File: config.mk
export PLATFORM = sky130hd
export DESIGN_NAME = dpid_top
export DESIGN_NICKNAME = d
export VERILOG_FILES = /design/src/rtl/dpid_pkg.sv /design/src/rtl/dpid_debounce.sv /design/src/rtl/dpid_top.sv
export SDC_FILE = /design/constraint.sdc
export NUM_CORES = 2
export LEC_CHECK = 0
export BUFFER_PORTS_ARGS = -buffer_cell sky130_fd_sc_hd__buf_2
export CAP_MARGIN = 20
export CELL_PAD_IN_SITES_DETAIL_PLACEMENT = 1
export CELL_PAD_IN_SITES_GLOBAL_PLACEMENT = 1
export CORE_MARGIN = 4
export CORE_UTILIZATION = 50
export DETAILED_ROUTE_END_ITERATION = 8
export PLACE_DENSITY = 0.85
export SLEW_MARGIN = 5
export SYNTH_ARGS = -nofsm -noshare
export SYNTH_HDL_FRONTEND = slang
export SYNTH_SLANG_ARGS = --single-unit
export TNS_END_PERCENT = 30
File: constraint.sdc
create_clock -name i_core_clk -period 4.5 [get_ports i_core_clk]
set_clock_uncertainty 0.15 [all_clocks]
set_input_delay 0.225 -clock i_core_clk [delete_from_list [all_inputs] [get_ports i_core_clk]]
set_output_delay 0.225 -clock i_core_clk [all_outputs]
set_load 0.01 [all_outputs]
File: src/rtl/dpid_pkg.sv
package dpid_pkg;

	// ----------------------------------------------------------------
	// Sizes
	// ----------------------------------------------------------------
	localparam int PORT_W = 8;
	localparam int NUM_PORTS = 8;
	localparam int CH_W = 64;
	localparam int FILT_PORTS = 2;
	localparam int NUM_CNT = 2;
	localparam int CNT_W = 16;
	localparam int MODE_W = 3;
	localparam int PEND_W = 17;
	localparam int TIMER_BIT = 16;

	// ----------------------------------------------------------------
	// Interrupt mode byte fields
	// ----------------------------------------------------------------
	localparam int CFG_EDGE_P0 = 0;
	localparam int CFG_EN_P0 = 1;
	localparam int CFG_EDGE_P1 = 2;
	localparam int CFG_EN_P1 = 3;
	localparam int CFG_EN_TMR = 4;
	localparam int CFG_USED_W = 5;

	// ----------------------------------------------------------------
	// Offsets, codes and reset values
	// ----------------------------------------------------------------
	localparam logic [7:0] CLEAR_OFFSET = 8'hd0;
	localparam logic [MODE_W-1:0] MODE_STOP = 3'h5;
	localparam logic [7:0] DIR_RESET = 8'hff;
	localparam logic [7:0] CFG_RESET = 8'h00;
	localparam logic [CH_W-1:0] OUT_RESET = 64'h0000_0000_0000_0000;

	// ----------------------------------------------------------------
	// Timing: 1 us filter and counter tick
	// ----------------------------------------------------------------
	localparam int CLK_PERIOD_NS = 8;
	localparam int TICK_NS = 1000;
	localparam int TICK_CYCLES = (TICK_NS + CLK_PERIOD_NS - 1) / CLK_PERIOD_NS;
	localparam int TICK_CNT_W = 7;

endpackage : dpid_pkg

File: src/rtl/dpid_debounce.sv
`timescale 1ns/100ps
module dpid_debounce (
	input wire logic i_core_clk, // Core clock
	input wire logic i_rst_n, // Async reset, active low
	input wire logic i_ce, // Clock enable
	input wire logic i_tick, // 1 us tick pulse
	input wire logic i_enable, // Filter on
	input wire logic [15:0] i_period, // Stable ticks required
	input wire logic [7:0] i_raw, // Synchronised inputs
	output logic [7:0] o_filtered // Filtered inputs
);

	// ----------------------------------------------------------------
	// Per-bit stability counters
	// ----------------------------------------------------------------
	genvar gb;
	generate
		for (gb = 0; gb < dpid_pkg::PORT_W; gb++)
		begin : g_bit
			logic [15:0] stab_q;
			// Restart the count on every bounce, accept once stable
			always_ff @(posedge i_core_clk or negedge i_rst_n)
			begin
				if (!i_rst_n)
				begin
					stab_q <= 16'h0000;
					o_filtered[gb] <= 1'b0;
				end
				else if (i_ce)
				begin
					if (i_raw[gb] == o_filtered[gb])
					begin
						stab_q <= 16'h0000;
					end
					else if (!i_enable || stab_q >= i_period)
					begin
						o_filtered[gb] <= i_raw[gb];
						stab_q <= 16'h0000;
					end
					else if (i_tick)
					begin
						stab_q <= stab_q + 16'h0001;
					end
				end
			end
		end
	endgenerate
endmodule : dpid_debounce

File: src/rtl/dpid_top.sv
`timescale 1ns/100ps
module dpid_top (
	input wire logic i_core_clk, // Core clock, 125 MHz
	input wire logic i_rst_n, // Async reset, active low
	input wire logic i_ce, // Clock enable, freezes state when low
	input wire logic [63:0] i_io_channel, // Channel pin levels
	output logic [63:0] o_io_channel, // Channel pin drive levels
	output logic [63:0] o_io_channel_oe_n, // Low while driving the pin
	input wire logic i_port_wr, // Write a whole output port
	input wire logic i_bit_set, // Drive one channel high
	input wire logic i_bit_reset, // Drive one channel low
	input wire logic [2:0] i_port_select, // Port for writes
	input wire logic [2:0] i_bit_select, // Bit for set and reset
	input wire logic [7:0] i_port_data, // Port write data
	input wire logic i_direction_wr, // Load direction byte
	input wire logic [7:0] i_port_direction_byte, // 1 = input port
	input wire logic i_debounce_wr, // Load debounce enables
	input wire logic [1:0] i_debounce_enable, // Filter enable, ports 1:0
	input wire logic i_period_wr, // Load filter period
	input wire logic [15:0] i_filter_period, // Filter period in ticks
	input wire logic i_counter_wr, // Load counter mode and value
	input wire logic i_counter_select, // 0 = counter 1, 1 = counter 2
	input wire logic [2:0] i_counter_mode, // Work mode 0 to 5
	input wire logic [15:0] i_counter_value, // Initial count
	input wire logic i_irq_config_wr, // Load interrupt mode byte
	input wire logic [7:0] i_irq_config_byte, // Interrupt mode byte
	input wire logic i_irq_disable, // Drop port interrupt enables
	input wire logic i_reg_wr, // Register write strobe
	input wire logic [7:0] i_reg_addr, // Register write offset
	output logic [63:0] o_io_input_word, // Channel input levels
	output logic [7:0] o_port_direction_byte, // Direction readback
	output logic [2:0] o_counter_mode, // Selected counter mode
	output logic [15:0] o_counter_value, // Selected counter count
	output logic [7:0] o_irq_config_byte, // Interrupt mode readback
	output logic [16:0] o_irq_pending_word, // Pending interrupt word
	output logic o_timer_irq_flag, // Timer pending
	output logic [7:0] o_low_port_irq_byte, // Port 0 pending
	output logic [7:0] o_second_port_irq_byte, // Port 1 pending
	output logic o_irq // Interrupt request, active high
);

	// ----------------------------------------------------------------
	// Declarations
	// ----------------------------------------------------------------
	logic [63:0] sync1_q;
	logic [63:0] sync2_q;
	logic [63:0] out_q;
	logic [7:0] dir_q;
	logic [1:0] dbn_en_q;
	logic [15:0] period_q;
	logic [7:0] cfg_q;
	logic [16:0] pend_q;
	logic [16:0] pend_d;
	logic [16:0] irq_mask;
	logic [15:0] filt_w;
	logic [15:0] prev_q;
	logic [16:0] ev_w;
	logic [6:0] presc_q;
	logic tick_q;
	logic clear_w;
	logic [5:0] ch_idx;
	logic [2:0] mode_q [dpid_pkg::NUM_CNT];
	logic [15:0] cnt_q [dpid_pkg::NUM_CNT];
	logic [15:0] init_q [dpid_pkg::NUM_CNT];
	logic [dpid_pkg::NUM_CNT-1:0] cnt_evt;

	// ----------------------------------------------------------------
	// Pin input synchroniser
	// ----------------------------------------------------------------
	// Pins are asynchronous; only the second stage is read
	always_ff @(posedge i_core_clk or negedge i_rst_n)
	begin
		if (!i_rst_n)
		begin
			sync1_q <= 64'h0000_0000_0000_0000;
			sync2_q <= 64'h0000_0000_0000_0000;
		end
		else if (i_ce)
		begin
			sync1_q <= i_io_channel;
			sync2_q <= sync1_q;
		end
	end

	// ----------------------------------------------------------------
	// Microsecond tick
	// ----------------------------------------------------------------
	// Shared by filters and counters to keep one prescaler
	always_ff @(posedge i_core_clk or negedge i_rst_n)
	begin
		if (!i_rst_n)
		begin
			presc_q <= 7'h00;
			tick_q <= 1'b0;
		end
		else if (i_ce)
		begin
			tick_q <= (presc_q == 7'(dpid_pkg::TICK_CYCLES - 1));
			if (presc_q == 7'(dpid_pkg::TICK_CYCLES - 1))
				presc_q <= 7'h00;
			else
				presc_q <= presc_q + 7'h01;
		end
	end

	// ----------------------------------------------------------------
	// Output latch and direction
	// ----------------------------------------------------------------
	assign ch_idx = {i_port_select, i_bit_select};

	// Port write first, then bit set, then bit reset
	always_ff @(posedge i_core_clk or negedge i_rst_n)
	begin
		if (!i_rst_n)
			out_q <= dpid_pkg::OUT_RESET;
		else if (i_ce)
		begin
			if (i_port_wr)
				out_q[{i_port_select, 3'h0} +: 8] <= i_port_data;
			else if (i_bit_set)
				out_q[ch_idx] <= 1'b1;
			else if (i_bit_reset)
				out_q[ch_idx] <= 1'b0;
		end
	end

	always_ff @(posedge i_core_clk or negedge i_rst_n)
	begin
		if (!i_rst_n)
			dir_q <= dpid_pkg::DIR_RESET;
		else if (i_ce && i_direction_wr)
			dir_q <= i_port_direction_byte;
	end

	assign o_io_channel = out_q;
	assign o_port_direction_byte = dir_q;

	// Input ports never drive, so the pins start released
	genvar gp;
	generate
		for (gp = 0; gp < dpid_pkg::NUM_PORTS; gp++)
		begin : g_dir
			assign o_io_channel_oe_n[gp*8 +: 8] = {8{dir_q[gp]}};
		end
	endgenerate

	// ----------------------------------------------------------------
	// Debounce of ports 0 and 1
	// ----------------------------------------------------------------
	// filter settings
	always_ff @(posedge i_core_clk or negedge i_rst_n)
	begin
		if (!i_rst_n)
		begin
			dbn_en_q <= 2'h0;
			period_q <= 16'h0000;
		end
		else if (i_ce)
		begin
			if (i_debounce_wr)
				dbn_en_q <= i_debounce_enable;
			if (i_period_wr)
				period_q <= i_filter_period;
		end
	end

	generate
		for (gp = 0; gp < dpid_pkg::FILT_PORTS; gp++)
		begin : g_filt
			dpid_debounce u_filt (
				.i_core_clk(i_core_clk),
				.i_rst_n(i_rst_n),
				.i_ce(i_ce),
				.i_tick(tick_q),
				.i_enable(dbn_en_q[gp]),
				.i_period(period_q),
				.i_raw(sync2_q[gp*8 +: 8]),
				.o_filtered(filt_w[gp*8 +: 8])
			);
		end
	endgenerate

	always_ff @(posedge i_core_clk or negedge i_rst_n)
	begin
		if (!i_rst_n)
			o_io_input_word <= 64'h0000_0000_0000_0000;
		else if (i_ce)
			o_io_input_word <= {sync2_q[63:16], filt_w};
	end

	// ----------------------------------------------------------------
	// Counters
	// ----------------------------------------------------------------
	genvar gc;
	generate
		for (gc = 0; gc < dpid_pkg::NUM_CNT; gc++)
		begin : g_cnt
			// modes above 4 do not count
			assign cnt_evt[gc] = tick_q && (mode_q[gc] < dpid_pkg::MODE_STOP)
				&& (cnt_q[gc] == 16'h0000);

			// load mode and count, reload on expiry
			always_ff @(posedge i_core_clk or negedge i_rst_n)
			begin
				if (!i_rst_n)
				begin
					mode_q[gc] <= dpid_pkg::MODE_STOP;
					cnt_q[gc] <= 16'h0000;
					init_q[gc] <= 16'h0000;
				end
				else if (i_ce)
				begin
					if (i_counter_wr && i_counter_select == 1'(gc))
					begin
						mode_q[gc] <= i_counter_mode;
						init_q[gc] <= i_counter_value;
						cnt_q[gc] <= i_counter_value;
					end
					else if (cnt_evt[gc])
						cnt_q[gc] <= init_q[gc];
					else if (tick_q && mode_q[gc] < dpid_pkg::MODE_STOP)
						cnt_q[gc] <= cnt_q[gc] - 16'h0001;
				end
			end
		end
	endgenerate

	always_ff @(posedge i_core_clk or negedge i_rst_n)
	begin
		if (!i_rst_n)
		begin
			o_counter_mode <= dpid_pkg::MODE_STOP;
			o_counter_value <= 16'h0000;
		end
		else if (i_ce)
		begin
			o_counter_mode <= mode_q[i_counter_select];
			o_counter_value <= cnt_q[i_counter_select];
		end
	end

	// ----------------------------------------------------------------
	// Interrupt mode byte
	// ----------------------------------------------------------------
	// top bits kept at zero
	always_ff @(posedge i_core_clk or negedge i_rst_n)
	begin
		if (!i_rst_n)
			cfg_q <= dpid_pkg::CFG_RESET;
		else if (i_ce)
		begin
			if (i_irq_disable)
			begin
				cfg_q[dpid_pkg::CFG_EN_P0] <= 1'b0;
				cfg_q[dpid_pkg::CFG_EN_P1] <= 1'b0;
			end
			else if (i_irq_config_wr)
				cfg_q <= {3'h0, i_irq_config_byte[dpid_pkg::CFG_USED_W-1:0]};
		end
	end

	assign o_irq_config_byte = cfg_q;

	// ----------------------------------------------------------------
	// Edge events and pending word
	// ----------------------------------------------------------------
	always_ff @(posedge i_core_clk or negedge i_rst_n)
	begin
		if (!i_rst_n)
			prev_q <= 16'h0000;
		else if (i_ce)
			prev_q <= filt_w;
	end

	generate
		for (gp = 0; gp < dpid_pkg::FILT_PORTS; gp++)
		begin : g_edge
			localparam int EB = (gp == 0) ? dpid_pkg::CFG_EDGE_P0 : dpid_pkg::CFG_EDGE_P1;
			localparam int NB = (gp == 0) ? dpid_pkg::CFG_EN_P0 : dpid_pkg::CFG_EN_P1;
			assign ev_w[gp*8 +: 8] = {8{cfg_q[NB]}} & (cfg_q[EB]
				? (prev_q[gp*8 +: 8] & ~filt_w[gp*8 +: 8])
				: (~prev_q[gp*8 +: 8] & filt_w[gp*8 +: 8]));
		end
	endgenerate

	// timer event gated by bit 4
	assign ev_w[dpid_pkg::TIMER_BIT] = cfg_q[dpid_pkg::CFG_EN_TMR] && (|cnt_evt);

	// any data at the clear offset clears
	assign clear_w = i_reg_wr && (i_reg_addr == dpid_pkg::CLEAR_OFFSET);

	// sticky, a same-cycle event beats the clear
	assign pend_d = (pend_q & ~{dpid_pkg::PEND_W{clear_w}}) | ev_w;

	always_ff @(posedge i_core_clk or negedge i_rst_n)
	begin
		if (!i_rst_n)
			pend_q <= 17'h0_0000;
		else if (i_ce)
			pend_q <= pend_d;
	end

	assign irq_mask = {cfg_q[dpid_pkg::CFG_EN_TMR], {8{cfg_q[dpid_pkg::CFG_EN_P1]}},
		{8{cfg_q[dpid_pkg::CFG_EN_P0]}}};

	always_ff @(posedge i_core_clk or negedge i_rst_n)
	begin
		if (!i_rst_n)
			o_irq <= 1'b0;
		else if (i_ce)
			o_irq <= |(pend_q & irq_mask);
	end

	// three-field view of the same flops
	assign o_irq_pending_word = pend_q;
	assign o_timer_irq_flag = pend_q[dpid_pkg::TIMER_BIT];
	assign o_low_port_irq_byte = pend_q[7:0];
	assign o_second_port_irq_byte = pend_q[15:8];
endmodule : dpid_top

==> run_results.csv <==
group,metric,value,unit
status,status,"completed",
power_and_ir_drop,max-vdd-ir-drop,447,µV
synth,avgSynthCellArea,9.67,µm²
flow_run,maxCapViolations,0,
power_and_ir_drop,clkPwrFrac,0.363,
critical_path,cp.depth,8,
clocking,insertion_delay,660,ps
critical_path,crit_arrival,4330,ps
critical_path,worstSetupPathType,"flop to flop",
floorplan,die_width,286,µm
routing,antenna_left,0,
clocking,clk_path_buf_depth,3,
synth,synthCells,3998,
timing,slew_headroom,0.210,
synth,synth_seq_area_share,0.437,
critical_path,crit_end,"g_filt[0].u_filt.g_bit[6].stab_q[6]",
power_and_ir_drop,internal-power,12400,µW
timing,grt_setup_unrepaired,"no",
global_routing,grtUsageTotal,0.354,
synth,synthAdderAreaFrac,0.0910,
power_and_ir_drop,leakage,0.0207,µW
floorplan,initial_utilization,0.506,
clocking,cts.clk_slew.worst_paths,60,ps
floorplan,core_area,76300,µm²
global_routing,grt_pass1_vias,38989,
routing,wl_per_cell,28.4,µm
power_and_ir_drop,p_sw_frac,0.358,
synth,synthMuxAreaShare,0.0851,
timing,final.min_clock_period,3980,ps
synth,synthXorXnorAreaFrac,0.00861,
clocking,htreeDepth,3,
critical_path,timing.critical_path.buf_inv,1,
floorplan,io_pins,415,
timing,tightest_slew,1180,ps
routing,viasPerCell,6.69,
synth,synth.top_cell.area_share,0.427,
synth,ys_top_cells_by_area,"dfrtp_1, ha_1, mux2_2, nand2_1, o21ai_0",
timing,setup_violations,0,
critical_path,critPathCaptureType,"flop",
power_and_ir_drop,switching_power,6900,µW
routing,drt_pass1_iterations,6,
critical_path,r2r_slack,520,ps
synth,ys_warn_count,0,
synth,synth_top_family_by_area,"compound AO/OA/AOI/OAI gates",
routing,wl_met2,73400,µm
hold_path,hold_path.class,"input port to async pin",
critical_path,path_cells,"inv_1, ha_1, nand2_1, o21ai_0, or3_1, nor3_1, nand2_1, o311ai_0",
power_and_ir_drop,comb_power_share,0.231,
floorplan,fp.dieArea,81800,µm²
critical_path,cp_top_family,"simple AND/OR/NAND/NOR gates",
layout,drive_above_1_share,0.202,
placed_design,io_buffer_count,408,
critical_path,max_stage_delay,770,ps
critical_path,crit_top_cell,"nand2_1",
synth,yosys.area_share.simple,0.165,
placed_design,dp_hpwl,90100,µm
synth,synth_compound_area_frac,0.169,
synth,ys_types,73,
critical_path,r2r-start,"period_q[15]",
global_routing,grt_pass1_wl,231000,µm
routing,top_layer,"met5",
critical_path,r2r_cells,8,
power_and_ir_drop,pwr_density_cell,423,nW/µm²
routing,drtIter0Drc,3658,
critical_path,slowest_stage,"nor3_1",
synth,async_flop_share,1.00,
synth,synth_ff_type,"dfrtp_1",
clocking,ctsRootBufferMaster,"clkbuf_16",
floorplan,rows,101,
timing,drv_slew,0,
global_routing,overflow,0,
routing,wl_met3,13800,µm
critical_path,crit_required,4860,ps
synth,ys_ff_latch,674,
global_routing,grt_max_degree,133,
routing,dr_total_vias,37083,
clocking,cts_setup_buffers,0,
global_routing,grt_antenna_before_repair,11,
routing,met1_length,59600,µm
synth,syn_area,38600,µm²
placed_design,gp_congestion,0.852,
critical_path,startpoint_type,"flop",
clocking,cts_tree,"done",
timing,fmax,252,MHz
synth,yosysTopAreaCell,"dfrtp_1",
power_and_ir_drop,pwr-share-seq,0.406,
clocking,cts_sinks,674,
clocking,cts_inserted_buffers,78,
routing,wl,157000,µm
timing,fin_tns_setup,0,ps
critical_path,cp_max_fo,11,
floorplan,die_y,286,µm
timing,final_hold_viol_count,0,
layout,area_growth,17.7,%
layout,final_nets,4875,
routing,drc,0,
synth,synth_edf_count,0,
layout,utilization,0.596,
timing,fin_crit_sh,0.883,
critical_path,setup.worst_path.start,"period_q[15]",
critical_path,r2r-end,"g_filt[0].u_filt.g_bit[6].stab_q[6]",
logic make-up after synthesis:
group	after synthesis
other	1
xor gates and xnor gates	38
and+or+nand+nor	1343
adders and majority gates	281
buffers and inverters	366
DFF	674
AOI/OAI and AO/OA	998
muxes	297
per-layer routing:
metal  up-vias  global-route usage
met5         -                   0
met4         2               0.177
met3       739              0.0806
met2      2215               0.588
met1     18621               0.435
li1      15506                   -
Yosys cell counts (all sizes together) (7+ instances only):
master	n
xor2	21
o211ai	15
nand4	76
ha	281
nor3	92
mux2	254
o311ai	60
a2bb2oi	10
nand2	472
a22o	67
o21ai	264
mux2i	43
a21boi	7
nor2b	66
o22ai	33
nor4	35
o31ai	59
buf	111
a211oi	7
dfstp	14
o211a	8
or2	11
inv	105
nand2b	32
and2	21
xnor2	17
clkbuf	146
nor2	258
a21oi	253
a21o	26
a2111oi	8
and4	17
and3	58
o2bb2ai	42
a32o	27
nand3	156
a31oi	29
or4	9
o21a	19
o2111ai	9
a22oi	24
dfrtp	660
or3	20
placed cells by master (no fill, tap or decap), types with 26 or more instances in the layout:
master and n:
inv_1 105, nor2b_1 66, ha_1 281, o311ai_0 60, nand3_1 156, mux2_2 254, buf_2 407, a21oi_1 253
dfrtp_1 659, a31oi_1 29, nor2_1 258, and3_1 58, mux2i_1 43, o21ai_0 260, clkbuf_16 78, a32o_1 27
a22o_1 67, a21o_1 26, buf_4 67, o31ai_1 59, dlygate4sd3_1 130, o22ai_1 33, nor4_1 35, nand4_1 76
nand2_1 472, nor3_1 90, nand2b_1 32, o2bb2ai_1 42
stage by stage:
step	area (µm²)	setup WS [ps]	hold slack, ps	total power (µW)	cells
CTS	45400	557	4.09	18700	5528
detailed placement	41400	565	142	11600	5258
floorplan	38700	1540	-221	9790	4000
finish	45500	525	45.0	19300	5545
global route	45500	247	98.2	19900	5541
global placement	41400	755	139	11400	5257
worst register-to-register path, delay by kind of cell, from the launching register on:
| kind | cells | cell delay, ps |
|---|---|---|
| AO/OA/AOI/OAI | 2 | 570 |
| adder cells (fa/ha/maj) | 1 | 410 |
| buffers and inverters | 1 | 630 |
| flip-flops | 1 | 370 |
| AND/OR/NAND/NOR | 4 | 1740 |
registers in the layout, summed over array words and instances, names as in the netlist, named ones only:
signal / flops
g_filt.u_filt.g_bit.stab_q: 256
o_io_input_word: 64
sync1_q: 64
sync2_q: 64
cnt_q: 32
init_q: 32
o_irq_pending_word: 17
g_filt.u_filt.o_filtered: 16
o_counter_value: 16
period_q: 16
o_port_direction_byte: 8
presc_q: 7
mode_q: 6
o_irq_config_byte: 5
o_counter_mode: 3
dbn_en_q: 2
o_irq: 1
tick_q: 1
power groups by stage:
stage                     sequential, µW  clock (µW)  combinational [µW]
after detailed placement            7680           0                3950
after global placement              7620           0                3760
after CTS                           7630        6890                4150
after floorplan                     7490           0                2310
final                               7820        6990                4460
after global routing                7830        7300                4740
what timing repair did:
item,CTS,global route
hold endpoints to repair,302,0
resized for setup,0,0
hold buffers,130,0
final cells by class:
| class | count | area, µm² |
|---|---|---|
| antenna | 14 | 35.0 |
| clock buffer | 106 | 2170 |
| clock inverter | 34 | 542 |
| fill | 8472 | 30800 |
| inverter | 109 | 414 |
| multi-input combinational | 2960 | 20100 |
| sequential | 674 | 16900 |
| tap | 1030 | 1290 |
| timing repair buffer | 618 | 4080 |
how the worst min path moves through the flow:
stage | from | to | slack, ps | depth (start not counted)
final | i_rst_n | g_filt[0].u_filt.g_bit[3].stab_q[4] | 40 | 2
after global routing | i_direction_wr | o_port_direction_byte[2] | 100 | 3
after CTS | i_bit_set | flop | 4 | 5
after detailed placement | i_rst_n | g_filt[0].u_filt.g_bit[3].stab_q[5] | 140 | 1
after global placement | i_rst_n | g_filt[0].u_filt.g_bit[3].stab_q[5] | 140 | 1
after floorplan | i_rst_n | async pin | -220 | 0
(Power assumes the default switching activity.)
